==> src/card_regs_pkg.sv <==
// Package with register map, field layout and fixed values of the card register bank.
package card_regs_pkg;

	// Avalon-MM register byte addresses.
	localparam logic [4:0] ADDR_REL_ADDR  = 5'h00;
	localparam logic [4:0] ADDR_DRV_STAGE = 5'h04;
	localparam logic [4:0] ADDR_FEAT_LO   = 5'h08;
	localparam logic [4:0] ADDR_FEAT_HI   = 5'h0c;
	localparam logic [4:0] ADDR_SPEC_FLAG = 5'h10;
	localparam logic [4:0] ADDR_STATUS    = 5'h14;
	localparam logic [4:0] ADDR_CONTROL   = 5'h18;

	// Reset values and the reserved zero address.
	localparam logic [15:0] REL_ADDR_RESET  = 16'h0000;
	localparam logic [15:0] DRV_STAGE_RESET = 16'h0404;
	localparam logic [15:0] REL_ADDR_ZERO   = 16'h0000;

	// Feature configuration field positions in the 64-bit word.
	localparam int FEAT_STRUCT_LSB = 60;
	localparam int SPEC_LSB        = 56;
	localparam int ERASE_DATA_BIT  = 55;
	localparam int SECURITY_LSB    = 52;
	localparam int BUS_WIDTHS_LSB  = 48;

	// Feature configuration field values.
	localparam logic [3:0] FEAT_STRUCT_V1_0   = 4'h0;
	localparam logic [3:0] SPEC_VERSION_VAL   = 4'h2;
	localparam logic       ERASE_DATA_VAL     = 1'b0;
	localparam logic [2:0] SECURITY_VAL       = 3'h2;
	localparam logic [3:0] BUS_WIDTHS_VAL     = 4'h5;
	localparam logic [47:0] FEAT_RESERVED_VAL = 48'h0000_0000_0000;

	// Specific-data flag word: driver stage implemented bit and its fixed value.
	localparam int   DRV_PRESENT_BIT = 0;
	localparam logic DRV_PRESENT_VAL = 1'b0;

	// Status and control bit positions.
	localparam int ST_IDENTIFIED = 0;
	localparam int ST_SELECTED   = 1;
	localparam int ST_LINK_READY = 2;
	localparam int ST_POWERED    = 3;
	localparam int CTL_PUBLISH   = 0;
	localparam int CTL_REVOKE    = 1;

	// Power-up bus clock count with the command line high.
	localparam logic [6:0] WARMUP_CLOCKS = 7'h4a;

	localparam logic [31:0] READ_ZERO = 32'h0000_0000;

	// Decoded command as handed over by the command path.
	typedef struct packed {
		logic        valid;
		logic        select;
		logic [15:0] addr;
	} card_cmd_t;

	// Answer of the address filter.
	typedef struct packed {
		logic accept;
		logic standby;
		logic selected;
	} addr_result_t;

	typedef enum logic [2:0] {
		PWR_OFF    = 3'b001,
		PWR_WARMUP = 3'b010,
		PWR_READY  = 3'b100
	} pwr_state_t;

endpackage

==> src/pin_sync.sv <==
// Two flip-flop synchroniser for one asynchronous pin.
`timescale 1ns/1ps
module pin_sync (
	// Clock and reset.
	input  wire logic ref_clk_in,
	input  wire logic rst_in,
	// Pin in and synchronised level out.
	input  wire logic async_in,
	output logic      sync_out
);

	logic meta;

	// The first stage feeds only the second stage.
	always_ff @(posedge ref_clk_in) begin
		if (rst_in) begin
			meta     <= 1'b0;
			sync_out <= 1'b0;
		end else begin
			meta     <= async_in;
			sync_out <= meta;
		end
	end

endmodule

==> src/card_regs.sv <==
// Card register bank with relative address, driver stage, feature configuration and power-up tracking.
//
// Contract
// (RULE1) Hold a writable 16-bit relative address and publish it at identification.
// (RULE2) After identification accept addressed commands only when carrying our own address.
// (RULE3) Relative address resets to all zeros.
// (RULE4) Address zero is reserved: select with zero means stand-by; never publish zero.
// (RULE5) Hold a 16-bit driver stage register resetting to 0x404, optionally host-programmed.
// (RULE6) A specific-data flag tells whether the driver stage register is usable.
// (RULE7) The driver-stage-present flag reads zero: driver stage not implemented.
// (RULE8) Provide a 64-bit factory-fixed read-only feature configuration register.
// (RULE9) Layout: struct 63-60, spec 59-56, erase 55, security 54-52, widths 51-48, reserved.
// (RULE10) Structure version reads 0, meaning version 1.0; 1 to 15 never reported.
// (RULE11) Host gives 74 bus clocks with command high before the first command.
// (RULE12) Host keeps supply off at least 1 ms before powering up again; the bench host model keeps it off only OFF_NS, 2000 ns.
// (RULE13) Host drives lines low or releases them during power down.
// (RULE14) Host power-cycles on voltage change or to reach an inactive device.
// (RULE15) Every power cycle clears the address and demands a fresh identification.
//
// The register offsets and the Avalon-MM register port were decided locally.
`timescale 1ns/1ps
module card_regs
	import card_regs_pkg::*;
(
	// Clock and reset.
	input  wire logic         ref_clk_in,
	input  wire logic         rst_in,
	// Avalon-MM slave.
	input  wire logic [4:0]   avs_address_in,
	input  wire logic         avs_read_in,
	input  wire logic         avs_write_in,
	input  wire logic [31:0]  avs_writedata_in,
	input  wire logic [3:0]   avs_byteenable_in,
	output logic [31:0]       avs_readdata_out,
	output logic              avs_waitrequest_out,
	// Card pins, asynchronous to ref_clk_in.
	input  wire logic         power_good_in,
	input  wire logic         sd_clk_in,
	input  wire logic         sd_cmd_in,
	// Decoded commands from the command path.
	input  wire card_cmd_t    cmd_in,
	// Identification and address filter results, link ready and driver stage value.
	output logic [15:0]       published_addr_out,
	output logic              addr_published_out,
	output addr_result_t      addr_result_out,
	output logic              link_ready_out,
	output logic [15:0]       driver_stage_out
);

	logic        power_sync;
	logic        clk_sync;
	logic        cmd_sync;
	logic        clk_prev;
	logic        clk_rise;
	logic        ack;
	logic        bus_req;
	logic        wr_take;
	logic [15:0] relative_card_address;
	logic [15:0] driver_stage_control;
	logic        identified;
	logic        selected;
	logic [6:0]  warmup_count;
	logic [63:0] feature_configuration;
	logic [31:0] next_readdata;
	logic [31:0] status_word;
	pwr_state_t  pwr_state;

	pin_sync u_power_sync (
		.ref_clk_in (ref_clk_in),
		.rst_in     (rst_in),
		.async_in   (power_good_in),
		.sync_out   (power_sync)
	);

	pin_sync u_clk_sync (
		.ref_clk_in (ref_clk_in),
		.rst_in     (rst_in),
		.async_in   (sd_clk_in),
		.sync_out   (clk_sync)
	);

	pin_sync u_cmd_sync (
		.ref_clk_in (ref_clk_in),
		.rst_in     (rst_in),
		.async_in   (sd_cmd_in),
		.sync_out   (cmd_sync)
	);

	// Bus clock edge detection works on the synchronised level only.
	always_ff @(posedge ref_clk_in) begin
		if (rst_in) begin
			clk_prev <= 1'b0;
		end else begin
			clk_prev <= clk_sync;
		end
	end

	assign clk_rise = clk_sync & ~clk_prev;

	// Power tracking: warm-up counts bus clocks seen while the command line is high.
	always_ff @(posedge ref_clk_in) begin
		if (rst_in) begin
			pwr_state    <= PWR_OFF;
			warmup_count <= 7'h00;
		end else begin
			case (pwr_state)
				PWR_OFF: begin
					warmup_count <= 7'h00;
					if (power_sync) begin
						pwr_state <= PWR_WARMUP;
					end
				end
				PWR_WARMUP: begin
					if (!power_sync) begin
						pwr_state <= PWR_OFF;
					end else if (clk_rise && !cmd_sync) begin
						// A command started early; the count restarts rather than trusting a short warm-up.
						warmup_count <= 7'h00;
					end else if (clk_rise) begin
						warmup_count <= warmup_count + 7'h01;
						if (warmup_count + 7'h01 >= WARMUP_CLOCKS) begin // see (RULE11)
							pwr_state <= PWR_READY;
						end
					end
				end
				PWR_READY: begin
					if (!power_sync) begin
						pwr_state <= PWR_OFF; // see (RULE12)
					end
				end
				default: begin
					pwr_state <= PWR_OFF;
				end
			endcase
		end
	end

	assign link_ready_out = (pwr_state == PWR_READY);

	// Bus slave: one wait state for every access, so reads are registered.
	assign bus_req             = avs_read_in | avs_write_in;
	assign avs_waitrequest_out = bus_req & ~ack;
	assign wr_take             = avs_write_in & ack;

	always_ff @(posedge ref_clk_in) begin
		if (rst_in) begin
			ack <= 1'b0;
		end else begin
			ack <= bus_req & ~ack;
		end
	end

	// Relative address; only the low two byte lanes carry it.
	always_ff @(posedge ref_clk_in) begin
		if (rst_in || pwr_state == PWR_OFF) begin
			relative_card_address <= REL_ADDR_RESET; // see (RULE3) see (RULE15)
		end else if (wr_take && avs_address_in == ADDR_REL_ADDR && !identified) begin
			if (avs_byteenable_in[0]) begin
				relative_card_address[7:0] <= avs_writedata_in[7:0]; // see (RULE1)
			end
			if (avs_byteenable_in[1]) begin
				relative_card_address[15:8] <= avs_writedata_in[15:8];
			end
		end
	end

	// Driver stage register is kept even though the flag says it is absent.
	always_ff @(posedge ref_clk_in) begin
		if (rst_in) begin
			driver_stage_control <= DRV_STAGE_RESET; // see (RULE5)
		end else if (wr_take && avs_address_in == ADDR_DRV_STAGE) begin
			if (avs_byteenable_in[0]) begin
				driver_stage_control[7:0] <= avs_writedata_in[7:0];
			end
			if (avs_byteenable_in[1]) begin
				driver_stage_control[15:8] <= avs_writedata_in[15:8];
			end
		end
	end

	assign driver_stage_out = driver_stage_control;

	// Identification: publishing needs a ready link and a non-zero address.
	always_ff @(posedge ref_clk_in) begin
		if (rst_in || pwr_state == PWR_OFF) begin
			identified <= 1'b0; // see (RULE15)
		end else if (wr_take && avs_address_in == ADDR_CONTROL && avs_byteenable_in[0]) begin
			if (avs_writedata_in[CTL_REVOKE]) begin
				identified <= 1'b0;
			end else if (avs_writedata_in[CTL_PUBLISH] && link_ready_out
					&& relative_card_address != REL_ADDR_ZERO) begin
				identified <= 1'b1; // see (RULE1) see (RULE4)
			end
		end
	end

	assign published_addr_out = identified ? relative_card_address : REL_ADDR_ZERO;
	assign addr_published_out = identified;

	// Address filter and select state: accept and standby after one cycle, the selected output one cycle later.
	always_ff @(posedge ref_clk_in) begin
		if (rst_in || pwr_state == PWR_OFF) begin
			selected        <= 1'b0;
			addr_result_out <= '0;
		end else begin
			addr_result_out.accept  <= 1'b0;
			addr_result_out.standby <= 1'b0;
			if (cmd_in.valid && identified) begin
				if (cmd_in.select && cmd_in.addr == REL_ADDR_ZERO) begin
					selected                <= 1'b0; // see (RULE4)
					addr_result_out.standby <= 1'b1;
				end else if (cmd_in.addr == relative_card_address) begin
					addr_result_out.accept <= 1'b1; // see (RULE2)
					if (cmd_in.select) begin
						selected <= 1'b1;
					end
				end else if (cmd_in.select) begin
					selected <= 1'b0;
				end
			end
			addr_result_out.selected <= selected;
		end
	end

	// Factory-fixed feature configuration.
	always_comb begin
		feature_configuration                                = {16'h0000, FEAT_RESERVED_VAL}; // see (RULE8)
		feature_configuration[FEAT_STRUCT_LSB +: 4]          = FEAT_STRUCT_V1_0; // see (RULE10)
		feature_configuration[SPEC_LSB +: 4]                 = SPEC_VERSION_VAL; // see (RULE9)
		feature_configuration[ERASE_DATA_BIT]                = ERASE_DATA_VAL;
		feature_configuration[SECURITY_LSB +: 3]             = SECURITY_VAL;
		feature_configuration[BUS_WIDTHS_LSB +: 4]           = BUS_WIDTHS_VAL;
	end

	always_comb begin
		status_word                = READ_ZERO;
		status_word[ST_IDENTIFIED] = identified;
		status_word[ST_SELECTED]   = selected;
		status_word[ST_LINK_READY] = link_ready_out;
		status_word[ST_POWERED]    = power_sync;
	end

	// Read mux; unmapped addresses read as zero.
	always_comb begin
		next_readdata = READ_ZERO;
		case (avs_address_in)
			ADDR_REL_ADDR:  next_readdata = {16'h0000, relative_card_address};
			ADDR_DRV_STAGE: next_readdata = {16'h0000, driver_stage_control};
			ADDR_FEAT_LO:   next_readdata = feature_configuration[31:0];
			ADDR_FEAT_HI:   next_readdata = feature_configuration[63:32];
			ADDR_SPEC_FLAG: next_readdata[DRV_PRESENT_BIT] = DRV_PRESENT_VAL; // see (RULE6) see (RULE7)
			ADDR_STATUS:    next_readdata = status_word;
			default:        next_readdata = READ_ZERO;
		endcase
	end

	always_ff @(posedge ref_clk_in) begin
		if (rst_in) begin
			avs_readdata_out <= READ_ZERO;
		end else if (avs_read_in && !ack) begin
			avs_readdata_out <= next_readdata;
		end
	end

endmodule

==> config.mk <==
export PLATFORM = sky130hd
export DESIGN_NAME = card_regs
export DESIGN_NICKNAME = d
export VERILOG_FILES = /design/src/card_regs_pkg.sv /design/src/pin_sync.sv /design/src/card_regs.sv
export SDC_FILE = /design/constraint.sdc
export NUM_CORES = 1
export LEC_CHECK = 0
export BUFFER_PORTS_ARGS = -buffer_cell sky130_fd_sc_hd__buf_2
export CAP_MARGIN = 40
export CORE_MARGIN = 2
export CORE_UTILIZATION = 45
export CTS_BUF_LIST = sky130_fd_sc_hd__clkbuf_8
export DETAILED_ROUTE_END_ITERATION = 16
export PLACE_DENSITY = 0.78
export REMOVE_ABC_BUFFERS = 1
export SLEW_MARGIN = 20
export SYNTH_ARGS = -nofsm -noshare
export SYNTH_HDL_FRONTEND = slang
export SYNTH_SLANG_ARGS = --single-unit
==> constraint.sdc <==
create_clock -name ref_clk_in -period 1.6 [get_ports ref_clk_in]
set_input_delay 0.32 -clock ref_clk_in [delete_from_list [all_inputs] [get_ports ref_clk_in]]
set_output_delay 0.32 -clock ref_clk_in [all_outputs]
set_load 0.01 [all_outputs]
# [Yosys cells after proc, flatten, opt, wreduce, memory -nomap -nowiden]
# Index checks and enable logic that the tools add are counted.
[word_totals] ff_bits=87 inputBits=66
[op_classes] addsub=1 magnitude_cmp=1 eq_ne=15 muxes=22 bitwise_logic=7 n_reduce_logical=31
[op_table] cell="one-hot mux 25 bit (4 select lines)" n=1
[op_table] cell="two-way mux 7 bit" n=3
[op_table] cell="two-way mux 3 bit" n=6
[op_table] cell="== test 16 bit" n=1
[op_table] cell="zero test 16 bit" n=1
[op_table] cell="two-way mux 16 bit" n=1
[op_table] cell="nonzero test 16 bit" n=1
[op_table] cell="one-hot mux 7 bit (2 select lines)" n=1
[op_table] cell="inequality test 3 bit (second input constant)" n=4
[op_table] cell="AND reduction 2 bit" n=6
[op_table] cell="logical AND 1 bit" n=11
[op_table] cell="== test 5 bit (second input constant)" n=2
[op_table] cell="one-hot mux 3 bit (3 select lines)" n=1
[op_table] cell="two-way mux 1 bit" n=8
[op_table] cell="adder 7 x 1 -> 7 bit (second input constant)" n=1
[op_table] cell="greater-or-equal comparator 7 bit (second input constant)" n=1
[op_table] cell="nonzero test 2 bit" n=3
[op_table] cell="== test 5 x 3 -> 1 bit (second input constant)" n=1
[op_table] cell="== test 5 x 4 -> 1 bit (second input constant)" n=1
[op_table] cell="zero test 5 bit" n=1
[op_table] cell="AND reduction 5 bit" n=1
[op_table] cell="inequality test 2 x 1 -> 1 bit (second input constant)" n=2
[op_table] cell="AND 1 bit" n=3
[op_table] cell="== test 3 x 1 -> 1 bit (second input constant)" n=1
[op_table] cell="other kinds (11)" n=15

# [Depth between registers and ports, before layout]
# Gate-level depths: netlist (run 1).
[logic_depth] word_depth=7 depth_mapped=7

# [Hierarchy]
# A second synthesis (run 1) with hierarchy kept.
[unflattened] cells_unflattened=414 area_unflattened_um2=3512.1
[by_module_without_submodules] module="card_regs" n_inst=1 cells_per_inst=402 area_per_inst_um2=3354.5
[by_module_without_submodules] module="pin_sync" n_inst=3 cells_per_inst=4 area_per_inst_um2=52.6

# [Least setup slack after synthesis (run 1)]
# OpenSTA, ideal clock, no wires.
[synth_timing] path_type="reg2reg" startpoint="reg pwr_state[0]" endpoint="reg warmup_count[4]" setup_ns=0.075 arrival_ns=1.624 path_slack_ns=-0.099 path_stages_with_launch=6 path_buffers=0 synth_period_minus_slack_ns=1.699 path_cell_list="dfxtp_1 -> and2b_2 -> a31oi_2 -> or4_4 -> or3_1 -> a31oi_1"
[synth_between] elab_chain_cells=3 elab_cells_between_ends=7
[synth_lines] item="start, declared" line_no="card_regs.sv:66" source="pwr_state_t pwr_state;"
[synth_lines] item="start signal, assigned" line_no="card_regs.sv:103" source="pwr_state <= PWR_OFF;"
[synth_lines] item="start signal, assigned" line_no="card_regs.sv:110" source="pwr_state <= PWR_WARMUP;"
[synth_lines] item="start signal, assigned" line_no="card_regs.sv:115" source="pwr_state <= PWR_OFF;"
[synth_lines] item="== test 3 x 2 -> 1 bit / == test 3 x 1 -> 1 bit (equally long branches)" line_no="card_regs.sv:106" source="case (pwr_state)"
[synth_lines] item="inequality test 3 bit (no source line) (tied with other cells)"
[synth_lines] item="AND reduction 3 bit (no source line)"
[synth_lines] item="end signal, assigned" line_no="card_regs.sv:120" source="warmup_count <= warmup_count + 7'h01;"
[synth_lines] item="end, declared" line_no="card_regs.sv:62" source="logic [6:0] warmup_count;"
# Several ways; a longest one is shown, not always the timed one.
# A chain may end at the register's enable or synchronous reset.

# [Worst setup path in the final report (run 1)]
# Same ends and word-level chain as after synthesis.

==> metrics.yaml, run 1 <==
run_status:
  status: "finished, violations left"
  violations: "setup timing"
yosys:
  synthCells: 380
  synth_area_per_cell_um2: 9.07
  synthArstFlopShare: 0
  yosysTopAreaCell: "dfxtp_1"
  ys_seq_area_frac: 0.418
  yosysMostFrequentCell: "dfxtp_1"
  synth_common_cells: "dfxtp_1, nor2_1, mux2i_1, a22oi_1"
  synthFlopType: "dfxtp_1"
  yosys_warnings: 0
  ys_types: 46
  netlist_area_mm2: 0.00345
  synth-edff-count: 0
  netlist_top_cells_area: "dfxtp_1, mux2i_1, nor2_1"
  yosys_register_bits: 72
  synth_top_area_share: 0.418
placed_design:
  post-dp-hpwl_um: 7050
  io_buffer_count: 105
  placedInstanceArea_mm2: 0.00425
  pre_cts_ws_ns: -0.211
  placed_cells: 596
  gp_congestion: 0.856
worst_setup_path:
  critPathBufInv: 0
  crit_path_start_kind: "register"
  crit_start: "pwr_state[0]$_SDFFE_PP1P_"
  crit_type: "register to register"
  crit_chain: "and2b_2 > a31oi_2 > or4_4 > or3_1 > a31oi_1"
  crit_slowest_cell: "or4_4"
  crit_family: "simple AND/OR/NAND/NOR gates"
  r2r-start: "pwr_state[0]$_SDFFE_PP1P_"
  crit_path_end_kind: "register"
  worstPathRequired_ns: 1.87
  path_max_fanout: 3
  slowest_delay_ns: 0.42
  crit_arrival_ns: 1.92
layout:
  drive_above_1_share: 0.351
  syn2layout_area_growth_pct: 32.1
  finish.instance_area_mm2: 0.00455
  layout.nets: 580
  antenna_cells: 0
  regArea_mm2: 0.00145
  multi_input_area_mm2: 0.00189
  num-fill-cells: 637
  final_cells: 615
  postLayoutCoreUtil: 0.621
clocking:
  numCtsBuffers: 9
  clockBufferDepth: 2
  clk_latency_ns: 0.34
  cts-root-buf: "clkbuf_8"
  cts_hold_buf: 0
  tritoncts: "yes"
  cts-htree-levels: 3
  clock-sinks: 72
  clk_pin_slew_ns: 0.07
power:
  finalPower_uw: 3880
  p_leak_uw: 0.00197
  p_per_area_mw_per_mm2: 852
  peakVddDrop_mv: 0.413
timing:
  setup_ws_ns: -0.0488
  period_minus_slack_ns: 1.65
  max_freq_mhz: 606
  drv_slew: 0
  clock_skew_ns: 0.00967
  rsz0062_at_grt: "true"
  hold_viol_final: 0
  setup_violations: 4
  fin_crit_sh: 1.03
route:
  wl_um: 9530
  wire_per_inst_um: 15.5
  drt_first_iter_violations: 163
  viasPerCell: 5.35
  drtAntennaViolNets: 0
  drt-pass1-iter-count: 4
  vias: 3290
  drc: 0
grt:
  grt_max_degree: 26
  gr-total-overflow: 0
  antenna_found_initial: 0
  grt_pass1_vias: 3174
  grt_pass1_wl_um: 15100
  grt_use_total: 0.225
min_path:
  hold_start: "sd_cmd_in"
  min_path_type: "input pin to register"
floorplanning:
  die_h_um: 91.5
  ioPinCount: 136
  core_area_mm2: 0.00733
  row_count: 31
  dieArea_mm2: 0.00837
  start_util: 0.470
  die_width_um: 91.5
job:
  maxCapViolCount: 0
[cell usage in the layout (no fill, tap or decap), types with 3 or more instances in the layout]
master / count
conb_1: 12
a221o_1: 4
and3_1: 6
buf_2: 105
nand2_1: 12
xnor2_1: 16
or3_1: 3
inv_1: 4
nor2_1: 60
nand2b_1: 3
buf_4: 36
dfxtp_2: 4
nand3_1: 8
buf_12: 3
a21oi_1: 4
nor3b_1: 4
nor2b_1: 11
a22o_1: 12
dfxtp_1: 67
clkbuf_8: 10
a22oi_1: 18
xor2_1: 3
and2_1: 16
mux2i_1: 33
nand4_1: 7
nor3_1: 6
nor4_1: 7
[flip-flops by register name, summed over array words and instances (netlist names), 3 cells and up]
signal                 count
addr_result_out            3
avs_readdata_out          17
driver_stage_out          16
pwr_state                  3
relative_card_address     16
warmup_count               7
[timing repair]
action	4_1_cts	5_1_grt
setup endpoints to repair	19	10
resized for setup	10	8
pin swaps	5	4
setup buffers	3	1
[worst register-to-register path: stages, from the launching register on]
cell     delay [ns]
dfxtp_2        0.33
and2b_2        0.22
a31oi_2        0.10
or4_4          0.43
or3_1          0.38
a31oi_1        0.12
[area by class of cell]
type | count | area share
Timing Repair Buffer | 144 | 0.188
Clock inverter | 5 | 0.0179
Inverter | 4 | 0.00330
Sequential cell | 72 | 0.318
Multi-Input combinational cell | 281 | 0.415
Clock buffer | 10 | 0.0302
Tap cell | 99 | 0.0272
[stage by stage]
step                hold slack, ns  TNS [ns]
floorplan                    0.389    -16.69
global placement             0.424     -2.96
detailed placement           0.428     -4.07
CTS                          0.182   -0.0755
global route                 0.190    -0.571
finish                       0.191    -0.127
[worst paths after layout]
check / end / cells after the start / slack [ns]
hold / removal: u_cmd_sync.meta$_SDFF_PP0_ / 2 / 0.19
setup / recovery: warmup_count[4]$_SDFFE_PP0P_ / 5 / -0.05
hold reg to reg: u_power_sync.sync_out$_SDFF_PP0_ / 1 / 0.44
setup reg to reg: warmup_count[4]$_SDFFE_PP0P_ / 5 / -0.05
[cells by family after synthesis]
family,synth area share
compound gates,0.125
xor+xnor,0.0483
fa+ha+maj,0.00726
buf+inv,0.0599
flops,0.418
mux,0.0959
other cells,0.00109
simple gates,0.245
[power by group]
| group | switching, µW | internal [µW] |
|---|---|---|
| clock network | 667 | 912 |
| logic | 258 | 218 |
| registers | 14.1 | 1810 |
| total | 939 | 2940 |
[per-layer routing]
metal | track usage | share of wire
met4 | 0.0972 | 0.013
met5 | 0 | 0
met3 | 0.0398 | 0.058
met1 | 0.291 | 0.45
met2 | 0.367 | 0.48
Power figures use the tool's default switching activity.
==> run 2: changes to the inputs <==
- BUFFER_PORTS_ARGS: -buffer_cell sky130_fd_sc_hd__buf_2 -> -buffer_cell sky130_fd_sc_hd__buf_4
- CELL_PAD_IN_SITES_DETAIL_PLACEMENT: not set -> 2
- CELL_PAD_IN_SITES_GLOBAL_PLACEMENT: not set -> 2
- CORE_UTILIZATION: 45 -> 26
- PLACE_DENSITY: 0.78 -> not set
- PLACE_DENSITY_LB_ADDON: not set -> 0.1
==> run 2 against run 1 <==
Net effect:
- the flow still finishes with violations (setup timing)
- clock skew grew 0.0026 ns
- routed wire length grew 32%
- die area grew 69%
- maximum frequency grew 2.3%
- flip-flop and latch count is the same
- non-clock buffer count grew 11
==> metrics.yaml, run 2 (synthesized netlist as in run 1, its figures left out) <==
route:
  drtAntennaViolNets: 0  # unchanged
  vias: 3350  # +1.8%
  drt_first_iter_violations: 111  # -32%
  dr_wl_met2_um: 6050  # +32%
  route.met3.wl_um: 549  # -1.4%
  wl_met1_um: 5800  # +36%
  drt-pass1-iter-count: 4  # unchanged
  wl_um: 12600  # +32%
  routed.top_layer: "met4"
  viasPerCell: 4.77  # -11%
  wire_per_inst_um: 17.9  # +16%
  drc: 0  # unchanged
clocking:
  numCtsBuffers: 9  # unchanged
  clk_latency_ns: 0.37  # +0.03 ns
  cts_hold_buf: 0  # unchanged
  tritoncts: "yes"
  clk_pin_slew_ns: 0.08  # about the same
  clock-sinks: 72  # unchanged
  clockBufferDepth: 2  # unchanged
  cts-root-buf: "clkbuf_8"
  cts-htree-levels: 3  # unchanged
min_path:
  min_path_cells: 2  # unchanged
  min_path_type: "input pin to register"
  hold_start: "power_good_in"
  min_to: "u_power_sync.meta$_SDFF_PP0_"
worst_setup_path:
  path_max_fanout: 3  # unchanged
  crit_type: "register to register"
  r2r_cells: 5  # unchanged
  crit_path_start_kind: "register"
  r2r-end: "warmup_count[4]$_SDFFE_PP0P_"
  critPathBufInv: 0  # unchanged
  crit_family: "simple AND/OR/NAND/NOR gates"
  crit_slowest_cell: "or4_4"
  crit_chain: "and2b_2 > a31oi_4 > or4_4 > or3_1 > a31oi_1"
  worstPathRequired_ns: 1.89  # +0.02 ns
  r2r-start: "pwr_state[0]$_SDFFE_PP1P_"
  r2r_slack_ns: -0.01  # +0.04 ns
  crit_arrival_ns: 1.90  # -0.02 ns
  crit_path_end_kind: "register"
  slowest_delay_ns: 0.43  # about the same
timing:
  rsz0062_at_grt: "true"
  setup_violations: 1  # -3
  tns_ns: -0.0124  # +0.115 ns
  drv_slew: 0  # unchanged
  hold_viol_final: 0  # unchanged
  clock_skew_ns: 0.0122  # +0.00256 ns
  setup_ws_ns: -0.0124  # +0.0365 ns
  period_minus_slack_ns: 1.61  # -0.0365 ns
  max_freq_mhz: 620  # +2.3%
  fin_crit_sh: 1.01  # -0.0228
floorplanning:
  row_count: 42  # +35%
  dieArea_mm2: 0.0142  # +69%
  start_util: 0.263  # -0.207
  die_h_um: 119  # +30%
  die_width_um: 119  # +30%
  ioPinCount: 136  # unchanged
  core_area_mm2: 0.0131  # +78%
run_status:
  violations: "setup timing"
  status: "finished, violations left"
power:
  p_per_area_mw_per_mm2: 769  # -9.7%
  p_leak_uw: 0.00208  # +5.6%
  netSwitchingFraction: 0.274  # +0.0317
  peakVddDrop_mv: 0.368  # -11%
  p_seq_frac: 0.464  # -0.007
  internal_power_uw: 2860  # -2.9%
  clkPwrFrac: 0.382  # -0.025
  pwr-share-comb: 0.154  # +0.031
  switchingPower_uw: 1080  # +15%
layout:
  largest_reg_flops: 17  # unchanged
  layout_common_cells: "buf_4, dfxtp_1, nor2_1"
  antenna_cells: 0  # unchanged
  layout.nets: 591  # +1.9%
  postLayoutCoreUtil: 0.391  # -0.230
  syn2layout_area_growth_pct: 48.4
  num-fill-cells: 1450  # +130%
  layout_commonest_cell: "buf_4"
  drive_above_1_share: 0.389  # +0.0382
  top_register: "avs_readdata_out"
placed_design:
  io_buffer_count: 105  # unchanged
  gp_congestion: 0.821  # -4.1%
  post-dp-hpwl_um: 9320  # +32%
grt:
  grt_max_degree: 24  # -7.7%
  grt_pass1_wl_um: 20000  # +32%
  gr-total-overflow: 0  # unchanged
  antenna_found_initial: 0  # unchanged
  grt_pass1_vias: 3620  # +14%
  grt_use_total: 0.183  # -0.0418
job:
  maxCapViolCount: 0  # unchanged
-- run 2: worst reg2reg max path: stages, from the launching register on --
cell     delay [ns]
dfxtp_2        0.34
and2b_2        0.24
a31oi_4        0.09
or4_4          0.43
or3_1          0.32
a31oi_1        0.13
-- run 2: power by group through the flow --
stage	clock, µW	sequential (µW)	combinational (µW)
floorplan	0	1870	189
global placement	0	1870	509
detailed placement	0	1870	522
CTS	1570	1830	582
global route	1630	1830	660
finish	1500	1830	605
-- run 2: layout make-up --
type / instances / area, µm² / share of cell area
Clock buffer: 10 / 138 / 0.0269
Clock inverter: 5 / 56.3 / 0.0110
Inverter: 4 / 15.0 / 0.00294
Multi-Input combinational cell: 281 / 1980 / 0.387
Sequential cell: 72 / 1460 / 0.285
Tap cell: 176 / 220 / 0.0431
Timing Repair Buffer: 155 / 1250 / 0.244
-- run 2: worst max path at each step --
stage,from,endpoint,slack (ns),cells past startpoint
6_report,pwr_state[0]$_SDFFE_PP1P_,warmup_count[4]$_SDFFE_PP0P_,-0.01,5
3_3_place_gp,avs_address_in[1],addr_published_out$_SDFFE_PP0P_,-0.29,7
5_1_grt,pwr_state[0]$_SDFFE_PP1P_,warmup_count[4]$_SDFFE_PP0P_,-0.10,5
3_5_place_dp,avs_address_in[1],addr_published_out$_SDFFE_PP0P_,-0.32,7
2_1_floorplan,avs_address_in[4],relative_card_address[10]$_SDFFE_PP0P_,-1.02,5
4_1_cts,pwr_state[0]$_SDFFE_PP1P_,warmup_count[4]$_SDFFE_PP0P_,-0.03,5
-- run 2: metrics by stage --
stage / setup slack (ns) / std cells / total power (µW) / hold slack [ns] / instance area, µm²
after detailed placement: -0.323 / 679 / 2390 / 0.425 / 4670
final: -0.0124 / 703 / 3930 / 0.161 / 5110
after CTS: -0.0281 / 699 / 3980 / 0.135 / 5020
after global routing: -0.103 / 703 / 4120 / 0.147 / 5110
after floorplan: -1.02 / 357 / 2060 / 0.389 / 3300
after global placement: -0.294 / 679 / 2380 / 0.420 / 4670
-- run 2: repair_timing --
item                                   in CTS  in global routing
gates cloned                                0                  0
setup endpoints to repair                  18                 11
resized for setup                          30                 14
setup buffers                               5                  4
pin swaps                                  10                  3
endpoints found under the hold margin       0                  0
-- run 2: layer usage --
layer / track usage / up-vias
met5: 0 / -
met4: 0.0625 / 0
met3: 0.0398 / 13
met2: 0.302 / 73
met1: 0.237 / 1664
li1: - / 1600
